`src/rtl/dbg_link_cfg.svh`:
```
/*
 * Timing and field constants of the single-wire debug bit link.
 * Assumes all counts are in debug clock ticks, not in system clocks.
 */
`ifndef DBG_LINK_CFG_SVH
`define DBG_LINK_CFG_SVH

// ----------------------------------------------------------------
// Bit timing, in debug clock ticks from the perceived bit start
// ----------------------------------------------------------------
`define BIT_LAST_TICK 8'd15
`define SAMPLE_TICK 8'd10
`define ZERO_LOW_TICKS 8'd13
`define ONE_SPEEDUP_TICK 8'd7
`define BYTE_LAST_BIT 3'd7

// ----------------------------------------------------------------
// Inactivity timeout and rate reference pulse
// ----------------------------------------------------------------
`define TIMEOUT_LAST 10'd511
`define SYNC_LOW_TICKS 8'd128
`define SYNC_GAP_TICKS 8'd16
`define SYNC_PULSE_TICKS 8'd128

// ----------------------------------------------------------------
// Command classes: codes that may run while the program runs
// ----------------------------------------------------------------
`define CMD_CLASS_MSB 2'b11
`define CMD_HALT_REQ 8'h90
`define CMD_ACK_ON 8'hd5
`define CMD_ACK_OFF 8'hd6

`endif

```
`src/rtl/dbg_link_pkg.sv`:
```
/*
 * Types shared by the debug bit link and its byte buffer.
 * Assumes the constants header is included by the users as well.
 */
package dbg_link_pkg;
    typedef logic [7:0] byte_t;
    typedef enum logic [2:0] {
        ST_IDLE = 3'b000,
        ST_HOST_BIT = 3'b001,
        ST_TGT_BIT = 3'b010,
        ST_SYNC_LOW = 3'b011,
        ST_SYNC_GAP = 3'b100,
        ST_SYNC_PULSE = 3'b101
    } link_state_t;
endpackage

```
`src/rtl/byte_buffer.sv`:
```
/*
 * Two-entry byte buffer with valid and ready on both sides.
 * Assumes one clock; flush empties it in one cycle and wins over a push.
 */
`timescale 1ns/1ps
module byte_buffer (
    // Clock and reset
    input wire logic clock_in,
    input wire logic resetn_in,
    input wire logic flush_in,
    // Filling side
    input wire dbg_link_pkg::byte_t in_data_in,
    input wire logic in_valid_in,
    output logic in_ready_out,
    // Draining side
    output dbg_link_pkg::byte_t out_data_out,
    output logic out_valid_out,
    input wire logic out_ready_in
);
    import dbg_link_pkg::*;

    byte_t mem [2];
    logic wr_ptr;
    logic rd_ptr;
    logic [1:0] count;
    logic next_wr_ptr;
    logic next_rd_ptr;
    logic [1:0] next_count;
    logic push;
    logic pop;

    // Full and empty come straight from the count, so they never lie.
    assign in_ready_out = (count != 2'd2);
    assign out_valid_out = (count != 2'd0);
    assign out_data_out = mem[rd_ptr];
    assign push = in_valid_in && in_ready_out;
    assign pop = out_valid_out && out_ready_in;

    // Pointer and count update.
    always_comb begin
        next_wr_ptr = wr_ptr ^ push;
        next_rd_ptr = rd_ptr ^ pop;
        next_count = count + {1'b0, push} - {1'b0, pop};
        if (flush_in) begin
            next_wr_ptr = 1'b0;
            next_rd_ptr = 1'b0;
            next_count = 2'd0;
        end
    end

    always_ff @(posedge clock_in or negedge resetn_in) begin
        if (!resetn_in) begin
            wr_ptr <= 1'b0;
            rd_ptr <= 1'b0;
            count <= 2'd0;
            mem[0] <= 8'h00;
            mem[1] <= 8'h00;
        end else begin
            wr_ptr <= next_wr_ptr;
            rd_ptr <= next_rd_ptr;
            count <= next_count;
            if (push) begin
                mem[wr_ptr] <= in_data_in;
            end
        end
    end
endmodule // byte_buffer

```
`src/rtl/debug_wire_link.sv`:
```
/*
 * Bit-level engine of the single-wire debug link, device side.
 * Assumes pin input is synchronous to CLOCK_IN and that the debug clock
 * is the system clock or a one-cycle tick from an alternate divider.
 */
`timescale 1ns/1ps
`include "dbg_link_cfg.svh"

module debug_wire_link (
    // Clock and reset
    input wire logic CLOCK_IN,
    input wire logic RESETN_IN,
    // Debug clock choice and alternate tick
    input wire logic DBG_CLK_SEL_IN,
    input wire logic ALT_TICK_IN,
    // Debug pin
    input wire logic PIN_IN,
    output logic PIN_OUT_OUT,
    output logic PIN_OE_OUT,
    // Received bytes toward the command decoder
    output dbg_link_pkg::byte_t RX_DATA_OUT,
    output logic RX_VALID_OUT,
    output logic RX_CMD_OUT,
    // Bytes to send back to the host
    input wire dbg_link_pkg::byte_t TX_DATA_IN,
    input wire logic TX_VALID_IN,
    output logic TX_READY_OUT,
    // Command framing and status
    input wire logic HALTED_IN,
    input wire logic CMD_DONE_IN,
    output logic CMD_REJECT_OUT,
    output logic ABORT_OUT,
    output logic SYNC_DONE_OUT,
    output logic BOOT_HALT_OUT
);
    import dbg_link_pkg::*;

    // ----------------------------------------------------------------
    // Declarations
    // ----------------------------------------------------------------
    link_state_t state, next_state;
    logic [7:0] cnt, next_cnt;
    byte_t shreg, next_shreg;
    logic [2:0] bit_idx, next_bit_idx;
    logic tx_mode, next_tx_mode;
    logic cmd_expect, next_cmd_expect;
    logic [9:0] idle_cnt, next_idle_cnt;
    byte_t rx_data, next_rx_data;
    logic rx_valid, next_rx_valid, rx_cmd, next_rx_cmd;
    logic reject, next_reject, abort, next_abort, sync_done, next_sync_done;
    logic pin_out, pin_oe, next_pin_out, next_pin_oe;
    logic boot_taken, boot_halt, next_boot_taken, next_boot_halt;
    logic s1, s2, s3;
    logic dtick, fall, busy, pop;
    byte_t buf_data;
    logic buf_valid;

    // ----------------------------------------------------------------
    // Helpers
    // ----------------------------------------------------------------
    // Non-intrusive codes may run at any time; all others need a halted CPU.
    function automatic logic cmd_allowed(input byte_t code, input logic halted);
        cmd_allowed = halted || (code[7:6] == `CMD_CLASS_MSB) ||
                      (code == `CMD_HALT_REQ) || (code == `CMD_ACK_ON) ||
                      (code == `CMD_ACK_OFF);
    endfunction

    // Pin drive for a state and tick: {enable, level}.
    function automatic logic [1:0] drive(input link_state_t st, input logic [7:0] c,
                                         input logic b);
        drive = 2'b00;
        if (st == ST_TGT_BIT) begin
            if (!b && c < `ZERO_LOW_TICKS) drive = 2'b10;
            else if (!b && c == `ZERO_LOW_TICKS) drive = 2'b11;
            else if (b && c == `ONE_SPEEDUP_TICK) drive = 2'b11;
        end else if (st == ST_SYNC_PULSE) begin
            drive = (c < `SYNC_PULSE_TICKS) ? 2'b10 : 2'b11;
        end
    endfunction

    // ----------------------------------------------------------------
    // Debug clock tick and pin synchroniser
    // ----------------------------------------------------------------
    // The debug clock is a tick enable, so the link stays in one clock domain.
    assign dtick = DBG_CLK_SEL_IN ? ALT_TICK_IN : 1'b1;
    // Only s2 and s3 feed the edge detector; s1 stays a pure first stage.
    assign fall = dtick && s3 && !s2;
    assign busy = (bit_idx != 3'd0) || tx_mode || !cmd_expect;
    assign pop = (state == ST_IDLE) && fall && (bit_idx == 3'd0) && buf_valid;

    always_ff @(posedge CLOCK_IN or negedge RESETN_IN) begin
        if (!RESETN_IN) begin
            s1 <= 1'b1;
            s2 <= 1'b1;
            s3 <= 1'b1;
        end else if (dtick) begin
            s1 <= PIN_IN;
            s2 <= s1;
            s3 <= s2;
        end
    end

    // ----------------------------------------------------------------
    // Bit engine next-state logic
    // ----------------------------------------------------------------
    always_comb begin
        next_state = state;
        next_cnt = cnt;
        next_shreg = shreg;
        next_bit_idx = bit_idx;
        next_tx_mode = tx_mode;
        next_cmd_expect = cmd_expect || CMD_DONE_IN;
        next_idle_cnt = idle_cnt;
        next_rx_data = rx_data;
        next_rx_valid = 1'b0;
        next_rx_cmd = rx_cmd;
        next_reject = 1'b0;
        next_abort = 1'b0;
        next_sync_done = 1'b0;
        next_boot_taken = 1'b1;
        // The strap is caught on the first edge after release, never by reset.
        next_boot_halt = boot_taken ? boot_halt : !PIN_IN;
        if (dtick) begin
            // Idle counter restarts on every falling edge of the pin and saturates.
            if (fall) next_idle_cnt = 10'd0;
            else if (idle_cnt != `TIMEOUT_LAST) next_idle_cnt = idle_cnt + 10'd1;
            if (state != ST_IDLE) next_cnt = cnt + 8'd1;
            case (state)
                ST_IDLE: begin
                    if (fall) begin
                        next_cnt = 8'd0;
                        if (pop) begin
                            next_shreg = buf_data;
                            next_tx_mode = 1'b1;
                        end
                        next_state = (pop || tx_mode) ? ST_TGT_BIT : ST_HOST_BIT;
                    end
                end
                ST_HOST_BIT: begin
                    if (cnt == `SAMPLE_TICK) begin
                        next_shreg = {shreg[6:0], s2};
                    end
                    if (cnt == `BIT_LAST_TICK) begin
                        next_state = ST_IDLE;
                        // A line still low at bit end is a rate request.
                        if (!s2) next_state = ST_SYNC_LOW;
                        else begin
                            next_bit_idx = bit_idx + 3'd1;
                            if (bit_idx == `BYTE_LAST_BIT) begin
                                next_rx_data = shreg;
                                next_rx_cmd = cmd_expect;
                                next_cmd_expect = 1'b0;
                                if (cmd_expect && !cmd_allowed(shreg, HALTED_IN)) begin
                                    next_reject = 1'b1;
                                    next_cmd_expect = 1'b1;
                                end else begin
                                    next_rx_valid = 1'b1;
                                end
                            end
                        end
                    end
                end
                ST_TGT_BIT: begin
                    if (cnt == `BIT_LAST_TICK) begin
                        next_state = ST_IDLE;
                        next_shreg = {shreg[6:0], 1'b0};
                        next_bit_idx = bit_idx + 3'd1;
                        if (bit_idx == `BYTE_LAST_BIT) next_tx_mode = 1'b0;
                    end
                end
                ST_SYNC_LOW: begin
                    if (s2) begin
                        next_cnt = 8'd0;
                        next_state = (cnt >= `SYNC_LOW_TICKS) ? ST_SYNC_GAP : ST_IDLE;
                        next_bit_idx = 3'd0;
                        next_tx_mode = 1'b0;
                        next_cmd_expect = 1'b1;
                    end else if (cnt == 8'hff) begin
                        next_cnt = cnt; // hold once long enough
                    end
                end
                ST_SYNC_GAP: begin
                    if (cnt == `SYNC_GAP_TICKS) begin
                        next_cnt = 8'd0;
                        next_state = ST_SYNC_PULSE;
                    end
                end
                ST_SYNC_PULSE: begin
                    if (cnt == `SYNC_PULSE_TICKS) begin
                        next_state = ST_IDLE;
                        next_sync_done = 1'b1;
                    end
                end
                default: next_state = ST_IDLE;
            endcase
            // Timeout drops link state and tx_mode; the abort pulse also flushes the reply buffer.
            if (!fall && idle_cnt == `TIMEOUT_LAST - 10'd1 && busy) begin
                next_abort = 1'b1;
                next_bit_idx = 3'd0;
                next_tx_mode = 1'b0;
                next_cmd_expect = 1'b1;
                next_state = ST_IDLE;
            end
        end
        {next_pin_oe, next_pin_out} = drive(next_state, next_cnt, next_shreg[7]);
    end

    // Pin drive is registered from next values so it lines up with the state.
    always_ff @(posedge CLOCK_IN or negedge RESETN_IN) begin
        if (!RESETN_IN) begin
            state <= ST_IDLE;
            cnt <= 8'd0;
            shreg <= 8'h00;
            bit_idx <= 3'd0;
            tx_mode <= 1'b0;
            cmd_expect <= 1'b1;
            idle_cnt <= 10'd0;
            rx_data <= 8'h00;
            rx_valid <= 1'b0;
            rx_cmd <= 1'b0;
            reject <= 1'b0;
            abort <= 1'b0;
            sync_done <= 1'b0;
            pin_out <= 1'b0;
            pin_oe <= 1'b0;
            boot_taken <= 1'b0;
            boot_halt <= 1'b0;
        end else begin
            state <= next_state;
            cnt <= next_cnt;
            shreg <= next_shreg;
            bit_idx <= next_bit_idx;
            tx_mode <= next_tx_mode;
            cmd_expect <= next_cmd_expect;
            idle_cnt <= next_idle_cnt;
            rx_data <= next_rx_data;
            rx_valid <= next_rx_valid;
            rx_cmd <= next_rx_cmd;
            reject <= next_reject;
            abort <= next_abort;
            sync_done <= next_sync_done;
            pin_out <= next_pin_out;
            pin_oe <= next_pin_oe;
            boot_taken <= next_boot_taken;
            boot_halt <= next_boot_halt;
        end
    end

    // ----------------------------------------------------------------
    // Reply buffer and outputs
    // ----------------------------------------------------------------
    // The buffer drains only at a byte boundary, so the source really stalls.
    byte_buffer reply_buf (
        .clock_in(CLOCK_IN),
        .resetn_in(RESETN_IN),
        .flush_in(abort),
        .in_data_in(TX_DATA_IN),
        .in_valid_in(TX_VALID_IN),
        .in_ready_out(TX_READY_OUT),
        .out_data_out(buf_data),
        .out_valid_out(buf_valid),
        .out_ready_in(pop)
    );

    assign PIN_OUT_OUT = pin_out;
    assign PIN_OE_OUT = pin_oe;
    assign RX_DATA_OUT = rx_data;
    assign RX_VALID_OUT = rx_valid;
    assign RX_CMD_OUT = rx_cmd;
    assign CMD_REJECT_OUT = reject;
    assign ABORT_OUT = abort;
    assign SYNC_DONE_OUT = sync_done;
    assign BOOT_HALT_OUT = boot_halt;
endmodule // debug_wire_link

```
`config.mk`:
```
export PLATFORM = sky130hd
export DESIGN_NAME = debug_wire_link
export DESIGN_NICKNAME = d
export VERILOG_FILES = /design/src/rtl/dbg_link_pkg.sv /design/src/rtl/byte_buffer.sv /design/src/rtl/debug_wire_link.sv
export VERILOG_INCLUDE_DIRS = /design/src /design/src/rtl
export SDC_FILE = /design/constraint.sdc
export NUM_CORES = 1
export LEC_CHECK = 0
export ABC_AREA = 0
export CAP_MARGIN = 20
export CELL_PAD_IN_SITES_DETAIL_PLACEMENT = 0
export CELL_PAD_IN_SITES_GLOBAL_PLACEMENT = 1
export CORE_MARGIN = 2
export CORE_UTILIZATION = 45
export CTS_CLUSTER_DIAMETER = 40
export CTS_CLUSTER_SIZE = 10
export DETAILED_ROUTE_END_ITERATION = 10
export DONT_BUFFER_PORTS = 1
export HOLD_SLACK_MARGIN = 0.03
export PLACE_DENSITY = 0.73
export SETUP_SLACK_MARGIN = 0.5
export SYNTH_ARGS = -nofsm -noshare
export SYNTH_HDL_FRONTEND = slang
export SYNTH_SLANG_ARGS = --single-unit
```
`constraint.sdc`:
```
create_clock -name CLOCK_IN -period 2.5 [get_ports CLOCK_IN]
set_clock_uncertainty 0.15 [all_clocks]
set_input_delay 0.5 -clock CLOCK_IN [delete_from_list [all_inputs] [get_ports CLOCK_IN]]
set_output_delay 0.5 -clock CLOCK_IN [all_outputs]
set_load 0.05 [all_outputs]
```
==> run_results.csv, run 1 <==
group,metric,value,unit
power,p_leak,0.00231,µW
logic_synthesis,synth_edf_count,0,
logic_synthesis,synth_cell_types,69,
floorplan,initial_core_util,46.6,%
global_routing,grt.total_usage,21.7,%
logic_synthesis,netlist_area,0.00411,mm²
logic_synthesis,syn_inst,413,
clock_network,cts.sinks,74,
global_routing,antenna_found_initial,0,
floorplan,io_pins,33,
detailed_routing,wirelength,10.5,mm
critical_path,crit_path_start_kind,"register",
power,peakVddDrop,0.530,mV
logic_synthesis,synthFlopType,"dfrtp_1",
clock_network,clk_latency,0.36,ns
clock_network,cts_tree,"built",
final_layout,final_common_cell,"dfrtp_1",
timing,fin_crit,2.50,ns
final_layout,layout_common_cells,"68 x dfrtp_1, 58 x buf_4, 31 x nand2_1",
floorplan,design.die.area,0.00991,mm²
timing,hold_viol_final,74,
clock_network,cts.clk_slew.worst_paths,0.09,ns
critical_path,worst-setup-path-type,"reg -> reg",
critical_path,rrSetupSlack,0.001,ns
final_layout,nFillCells,732,
timing,tightest_slew,0.643,ns
global_routing,grt-ovfl-total,0,
critical_path,path_max_fanout,2,
detailed_routing,drt_pass1_iterations,4,
place,gp_congestion,0.915,
final_layout,nets,503,
logic_synthesis,yosysSeqAreaShare,45.2,%
floorplan,die_height,99.5,µm
final_layout,fin_util,60.7,%
global_routing,grt_start_max_net_pins,75,
logic_synthesis,synth-async-reset-ratio,100,%
timing,hold_slack,-0.328,ns
logic_synthesis,yosys_register_bits,74,
detailed_routing,route.vias.total,3371,
power,power_density,966,mW/mm²
floorplan,num_rows,34,
timing,finalSetupTns,0,ns
timing,rsz0062_at_grt,"yes",
logic_synthesis,avgSynthCellArea,9.94,µm²
min_path,hp-class,"in -> async",
final_layout,antenna_cells,0,
place,hpwl,7.28,mm
timing,report.final.slew_viol_count,0,
logic_synthesis,yosys_warnings,0,
critical_path,cp-end-kind,"register",
outcome,status,"finished, violations left",
global_routing,grt_pass1_wl,16.9,mm
final_layout,drive_gt1_share,42.3,%
clock_network,cts_made_buffers,9,
clock_network,clock_path_buffers,2,
critical_path,worst-r2r-cell-count,9,
global_routing,first_global_vias,3329,
place,portBuffers,0,
critical_path,cp.arrival,2.62,ns
detailed_routing,drtIter0Drc,170,
job,cap_viol_max_count,0,
final_layout,areaGrowthSynthToFinish,30.1,%
critical_path,worstPathRequired,2.62,ns
detailed_routing,vias_per_cell,5.73,
clock_network,h-tree-depth,3,
timing,fmax,400,MHz
clock_network,clockRootBuffer,"clkbuf_8",
final_layout,stdcell_count,588,
timing,maxSlewHeadroom,57.0,%
detailed_routing,ant_nets,0,
place,dpl.cell_count,541,
outcome,violations,"negative hold slack",
detailed_routing,drc,0,
logic_synthesis,syn_nets,441,
timing,fin_crit_sh,100,%
floorplan,die_width,99.5,µm
floorplan,core_area,0.00881,mm²
timing,setup_violations,0,
detailed_routing,wire_per_inst,17.9,µm
-- cells in the mapped netlist (3+ instances only) --
cell type  instances  area [µm²]
ha_1              12         150
nand3_1           14        70.1
dfstp_2            4         105
o2bb2ai_1          3        26.3
a21oi_1           18        90.1
buf_6              3        33.8
and4_1             4        35.0
buf_4              6        45.0
nand4_1            9        56.3
a22oi_1            4        30.0
nor2b_1            8        50.1
a31oi_1            5        31.3
xor2_1             5        43.8
mux2i_1           10         100
dfrtp_1           70        1750
o21ai_0           28         140
and3_1             3        18.8
nor2_1            29         109
clkbuf_1          11        41.3
or2_2              3        18.8
nand2_1           38         143
nor3_1             9        45.0
nor3b_1            3        22.5
inv_1             17        63.8
mux2_2            26         293
and2_1             5        31.3
or3_1              3        18.8
nand2b_1           5        31.3
-- what timing repair did --
item / 4_1_cts / 5_1_grt
gates cloned: 1 / 1
gates resized for setup: 41 / 70
setup endpoints to repair: 52 / 55
hold endpoints to repair: 74 / 74
pin swaps: 18 / 23
setup buffers: 15 / 14
-- worst max-delay path, cell delays in order (launching register included) --
cell,delay (ns)
dfrtp_1,0.40
inv_2,0.09
ha_4,0.13
or4b_4,0.45
or4_4,0.51
o211ai_4,0.13
o21ai_2,0.08
and2_4,0.16
and2_4,0.15
o31ai_2,0.16
-- kinds of logic (layout without fill, tap and decap cells) --
group                      count (synthesis)  in the layout  synth area share [%]
DFF                                       74             74                  45.2
other                                      1              1                0.0913
buffers and inverters                     39            105                  4.69
AOI/OAI and AO/OA                         92             92                  15.0
muxes                                     36             36                  9.57
and+or+nand+nor                          152            153                  20.3
adders and majority gates                 12             12                  3.66
xor gates and xnor gates                   7              7                  1.49
-- path summary, 6_finish.rpt --
path | startpoint | end
hold / removal | RESETN_IN | reply_buf.mem[4]$_DFFE_PN0P_
setup / recovery | cnt[0]$_DFF_PN0_ | PIN_OE_OUT$_DFF_PN0_
hold reg to reg | boot_taken$_DFF_PN0_ | BOOT_HALT_OUT$_DFFE_PN0N_
setup reg to reg | cnt[0]$_DFF_PN0_ | PIN_OE_OUT$_DFF_PN0_
max in group asynchronous | RESETN_IN | s3$_DFFE_PN1N_
min in group CLOCK_IN | PIN_IN | s1$_DFFE_PN1N_
-- sequential cells by signal, summed over array words and instances (netlist names), 2 cells and up --
name	flops
idle_cnt	10
shreg	8
cnt	8
RX_DATA_OUT	8
state	3
bit_idx	3
reply_buf.mem	16
reply_buf.count	2
-- layer usage --
layer,global-route usage (%),vias to the layer above,share of wire (%),wire (µm)
met3,4.15,11,4.2,442
met2,34.2,83,47,4900
met4,5.58,0,0.86,91
met1,30.8,1652,48,5090
met5,0,-,0,0
li1,-,1625,-,-
-- where the power goes --
part,total [µW],internal (µW),switching (µW),leakage [µW]
registers,1860,1540,315,0.000932
clock network,901,396,505,0.0000855
logic,2400,1220,1180,0.00130
total,5160,3160,2000,0.00231
-- layout make-up --
type                            count  area [µm²]  share of cell area, %
Multi-Input combinational cell    301        2490                   46.6
Sequential cell                    74        1860                   34.8
Timing Repair Buffer               72         606                   11.3
Clock buffer                       10         138                   2.58
Tap cell                          108         135                   2.53
Inverter                           17        68.8                   1.29
Clock inverter                      6        48.8                  0.913
-- per-stage QoR --
| stage | total power [µW] | hold slack [ns] | worst slack, ns | area (µm²) |
|---|---|---|---|---|
| after floorplan | 3170 | 0.0544 | 0.0587 | 4220 |
| after global placement | 3680 | 0.0563 | 0.0559 | 4500 |
| after detailed placement | 3730 | 0.0560 | -0.0155 | 4500 |
| after CTS | 4870 | -0.336 | 0.0131 | 4960 |
| after global routing | 5510 | -0.345 | -0.0894 | 5340 |
| final | 5160 | -0.328 | 0.00117 | 5340 |
Power figures use the tool's default switching activity.
==> inputs of run 2 (changes only) <==
==> constraint.sdc (replaced) <==
create_clock -name CLOCK_IN -period 2.5 [get_ports CLOCK_IN]
set_clock_uncertainty 0.15 [all_clocks]
set_input_delay 0.5 -clock CLOCK_IN [delete_from_list [all_inputs] [get_ports CLOCK_IN]]
set_output_delay 0.5 -clock CLOCK_IN [all_outputs]
set_load 0.02 [all_outputs]
==> run 2 against run 1 <==
Net effect: critical endpoint unchanged; sequential power about the same; via count increased by 1.0%; largest power group unchanged; sequential cell count unchanged; combinational power decreased by 2%; hold slack improved by 0.0082 ns; design area decreased by 1.3%; clock power increased by 3.7%; global-route usage increased by 0.77 points; the run ends with negative hold slack, negative setup slack left.
==> run_results.csv, run 2 (synthesized netlist as in run 1, its figures left out) <==
group,metric,value,unit
timing,setup_slack,-0.0188,ns
detailed_routing,vias_per_cell,5.78,
timing,report.final.slew_viol_count,0,
floorplan,core_area,0.00881,mm²
global_routing,grt.total_usage,22.4,%
detailed_routing,drt_pass1_iterations,5,
global_routing,grt_pass1_wl,17.5,mm
final_layout,final_common_cell,"dfrtp_1",
clock_network,cts_made_buffers,9,
global_routing,grt-ovfl-total,0,
final_layout,stdcell_count,589,
place,hpwl,7.31,mm
timing,fin_crit,2.52,ns
floorplan,die_height,99.5,µm
outcome,status,"finished, violations left",
job,cap_viol_max_count,0,
outcome,violations,"negative hold slack, negative setup slack",
critical_path,crit_path_start_kind,"register",
floorplan,initial_core_util,46.6,%
floorplan,num_rows,34,
detailed_routing,drc,0,
timing,rsz0062_at_grt,"yes",
global_routing,antenna_found_initial,0,
place,portBuffers,0,
clock_network,cts_tree,"built",
place,gp_congestion,0.935,
min_path,hp-class,"in -> async",
critical_path,cp.arrival,2.64,ns
timing,hold_slack,-0.319,ns
final_layout,layout_common_cells,"67 x dfrtp_1, 61 x buf_4, 37 x nand2_1",
power,peakVddDrop,0.484,mV
final_layout,largest_registers,"reply_buf.mem: 16 flops, idle_cnt: 10 flops",
final_layout,areaGrowthSynthToFinish,28.4,%
final_layout,drive_gt1_share,39.1,%
critical_path,worstPathRequired,2.62,ns
global_routing,first_global_vias,3366,
clock_network,clockRootBuffer,"clkbuf_8",
clock_network,clk_latency,0.36,ns
clock_network,cts.sinks,74,
place,dpl.cell_count,543,
final_layout,antenna_cells,0,
detailed_routing,drtIter0Drc,212,
timing,fmax,397,MHz
critical_path,path_max_fanout,4,
final_layout,nets,504,
final_layout,largest_register,"reply_buf.mem",
timing,hold_viol_final,74,
final_layout,fin_util,59.9,%
detailed_routing,wire_per_inst,18.3,µm
floorplan,die_width,99.5,µm
detailed_routing,route.vias.total,3405,
clock_network,cts.clk_slew.worst_paths,0.09,ns
clock_network,h-tree-depth,3,
power,p_leak,0.00231,µW
detailed_routing,wirelength,10.8,mm
floorplan,design.die.area,0.00991,mm²
timing,setup_violations,1,
global_routing,grt_start_max_net_pins,75,
detailed_routing,ant_nets,0,
floorplan,io_pins,33,
final_layout,largest_register_ffs,16,
critical_path,worst-setup-path-type,"reg -> reg",
timing,fin_crit_sh,101,%
clock_network,clock_path_buffers,2,
power,power_density,972,mW/mm²
critical_path,cp-end-kind,"register",
## run 2: final timing paths
path / start / end / slack, ns / cells past startpoint
min in group CLOCK_IN: PIN_IN / s1$_DFFE_PN1N_ / 0.08 / 2
max reg2reg: cnt[1]$_DFF_PN0_ / PIN_OE_OUT$_DFF_PN0_ / -0.02 / 9
min reg2reg: s1$_DFFE_PN1N_ / s1$_DFFE_PN1N_ / 0.31 / 2
max: cnt[1]$_DFF_PN0_ / PIN_OE_OUT$_DFF_PN0_ / -0.02 / 9
min: RESETN_IN / reply_buf.mem[12]$_DFFE_PN0P_ / -0.32 / 0
max in group asynchronous: RESETN_IN / s2$_DFFE_PN1N_ / 2.31 / 0
## run 2: critical path: stages (launching register included)
cell and delay, ns:
dfrtp_1 0.39, inv_1 0.09, ha_4 0.13, or4b_4 0.47, or4_4 0.51, o211ai_4 0.11
o21ai_2 0.11, and2_4 0.15, and2_4 0.15, o31ai_2 0.17
## run 2: final cells by class
class,count,area [µm²]
Fill cell,754,3530
Multi-Input combinational cell,301,2420
Sequential cell,74,1860
Timing Repair Buffer,73,593
Tap cell,108,135
Clock buffer,10,128
Inverter,17,66.3
Clock inverter,6,65.1
## run 2: metal layers
metal / part of all wire (%) / vias up / track usage [%]
met5: 0 / - / 0
li1: - / 1622 / -
met3: 4.0 / 11 / 4.64
met1: 48 / 1692 / 32.3
met4: 1.7 / 0 / 7.06
met2: 47 / 80 / 34.1
## run 2: stage by stage
stage / setup TNS, ns / cell area [µm²] / hold slack (ns) / total power [µW] / worst slack, ns
after floorplan: 0 / 4220 / 0.0544 / 3120 / 0.0587
after global placement: 0 / 4520 / 0.0562 / 3650 / 0.0220
after detailed placement: -0.00224 / 4520 / 0.0561 / 3720 / -0.00224
after CTS: 0 / 5030 / -0.339 / 4960 / 0.00934
after global routing: -0.198 / 5270 / -0.348 / 5450 / -0.0993
final: -0.0188 / 5270 / -0.319 / 5120 / -0.0188
## run 2: what timing repair did
action                                  CTS  global route
resized for setup                        45            46
buffers inserted                         18            10
pin swaps                                20            21
endpoints found under the setup margin   52            44
hold endpoints to repair                 74            74
gates cloned                              2             0
## run 2: where the power goes
part / switching (µW) / leakage [µW] / total (µW) / internal (µW)
registers: 297 / 0.000931 / 1840 / 1550
clock network: 471 / 0.0000966 / 934 / 463
logic: 1170 / 0.00129 / 2350 / 1180
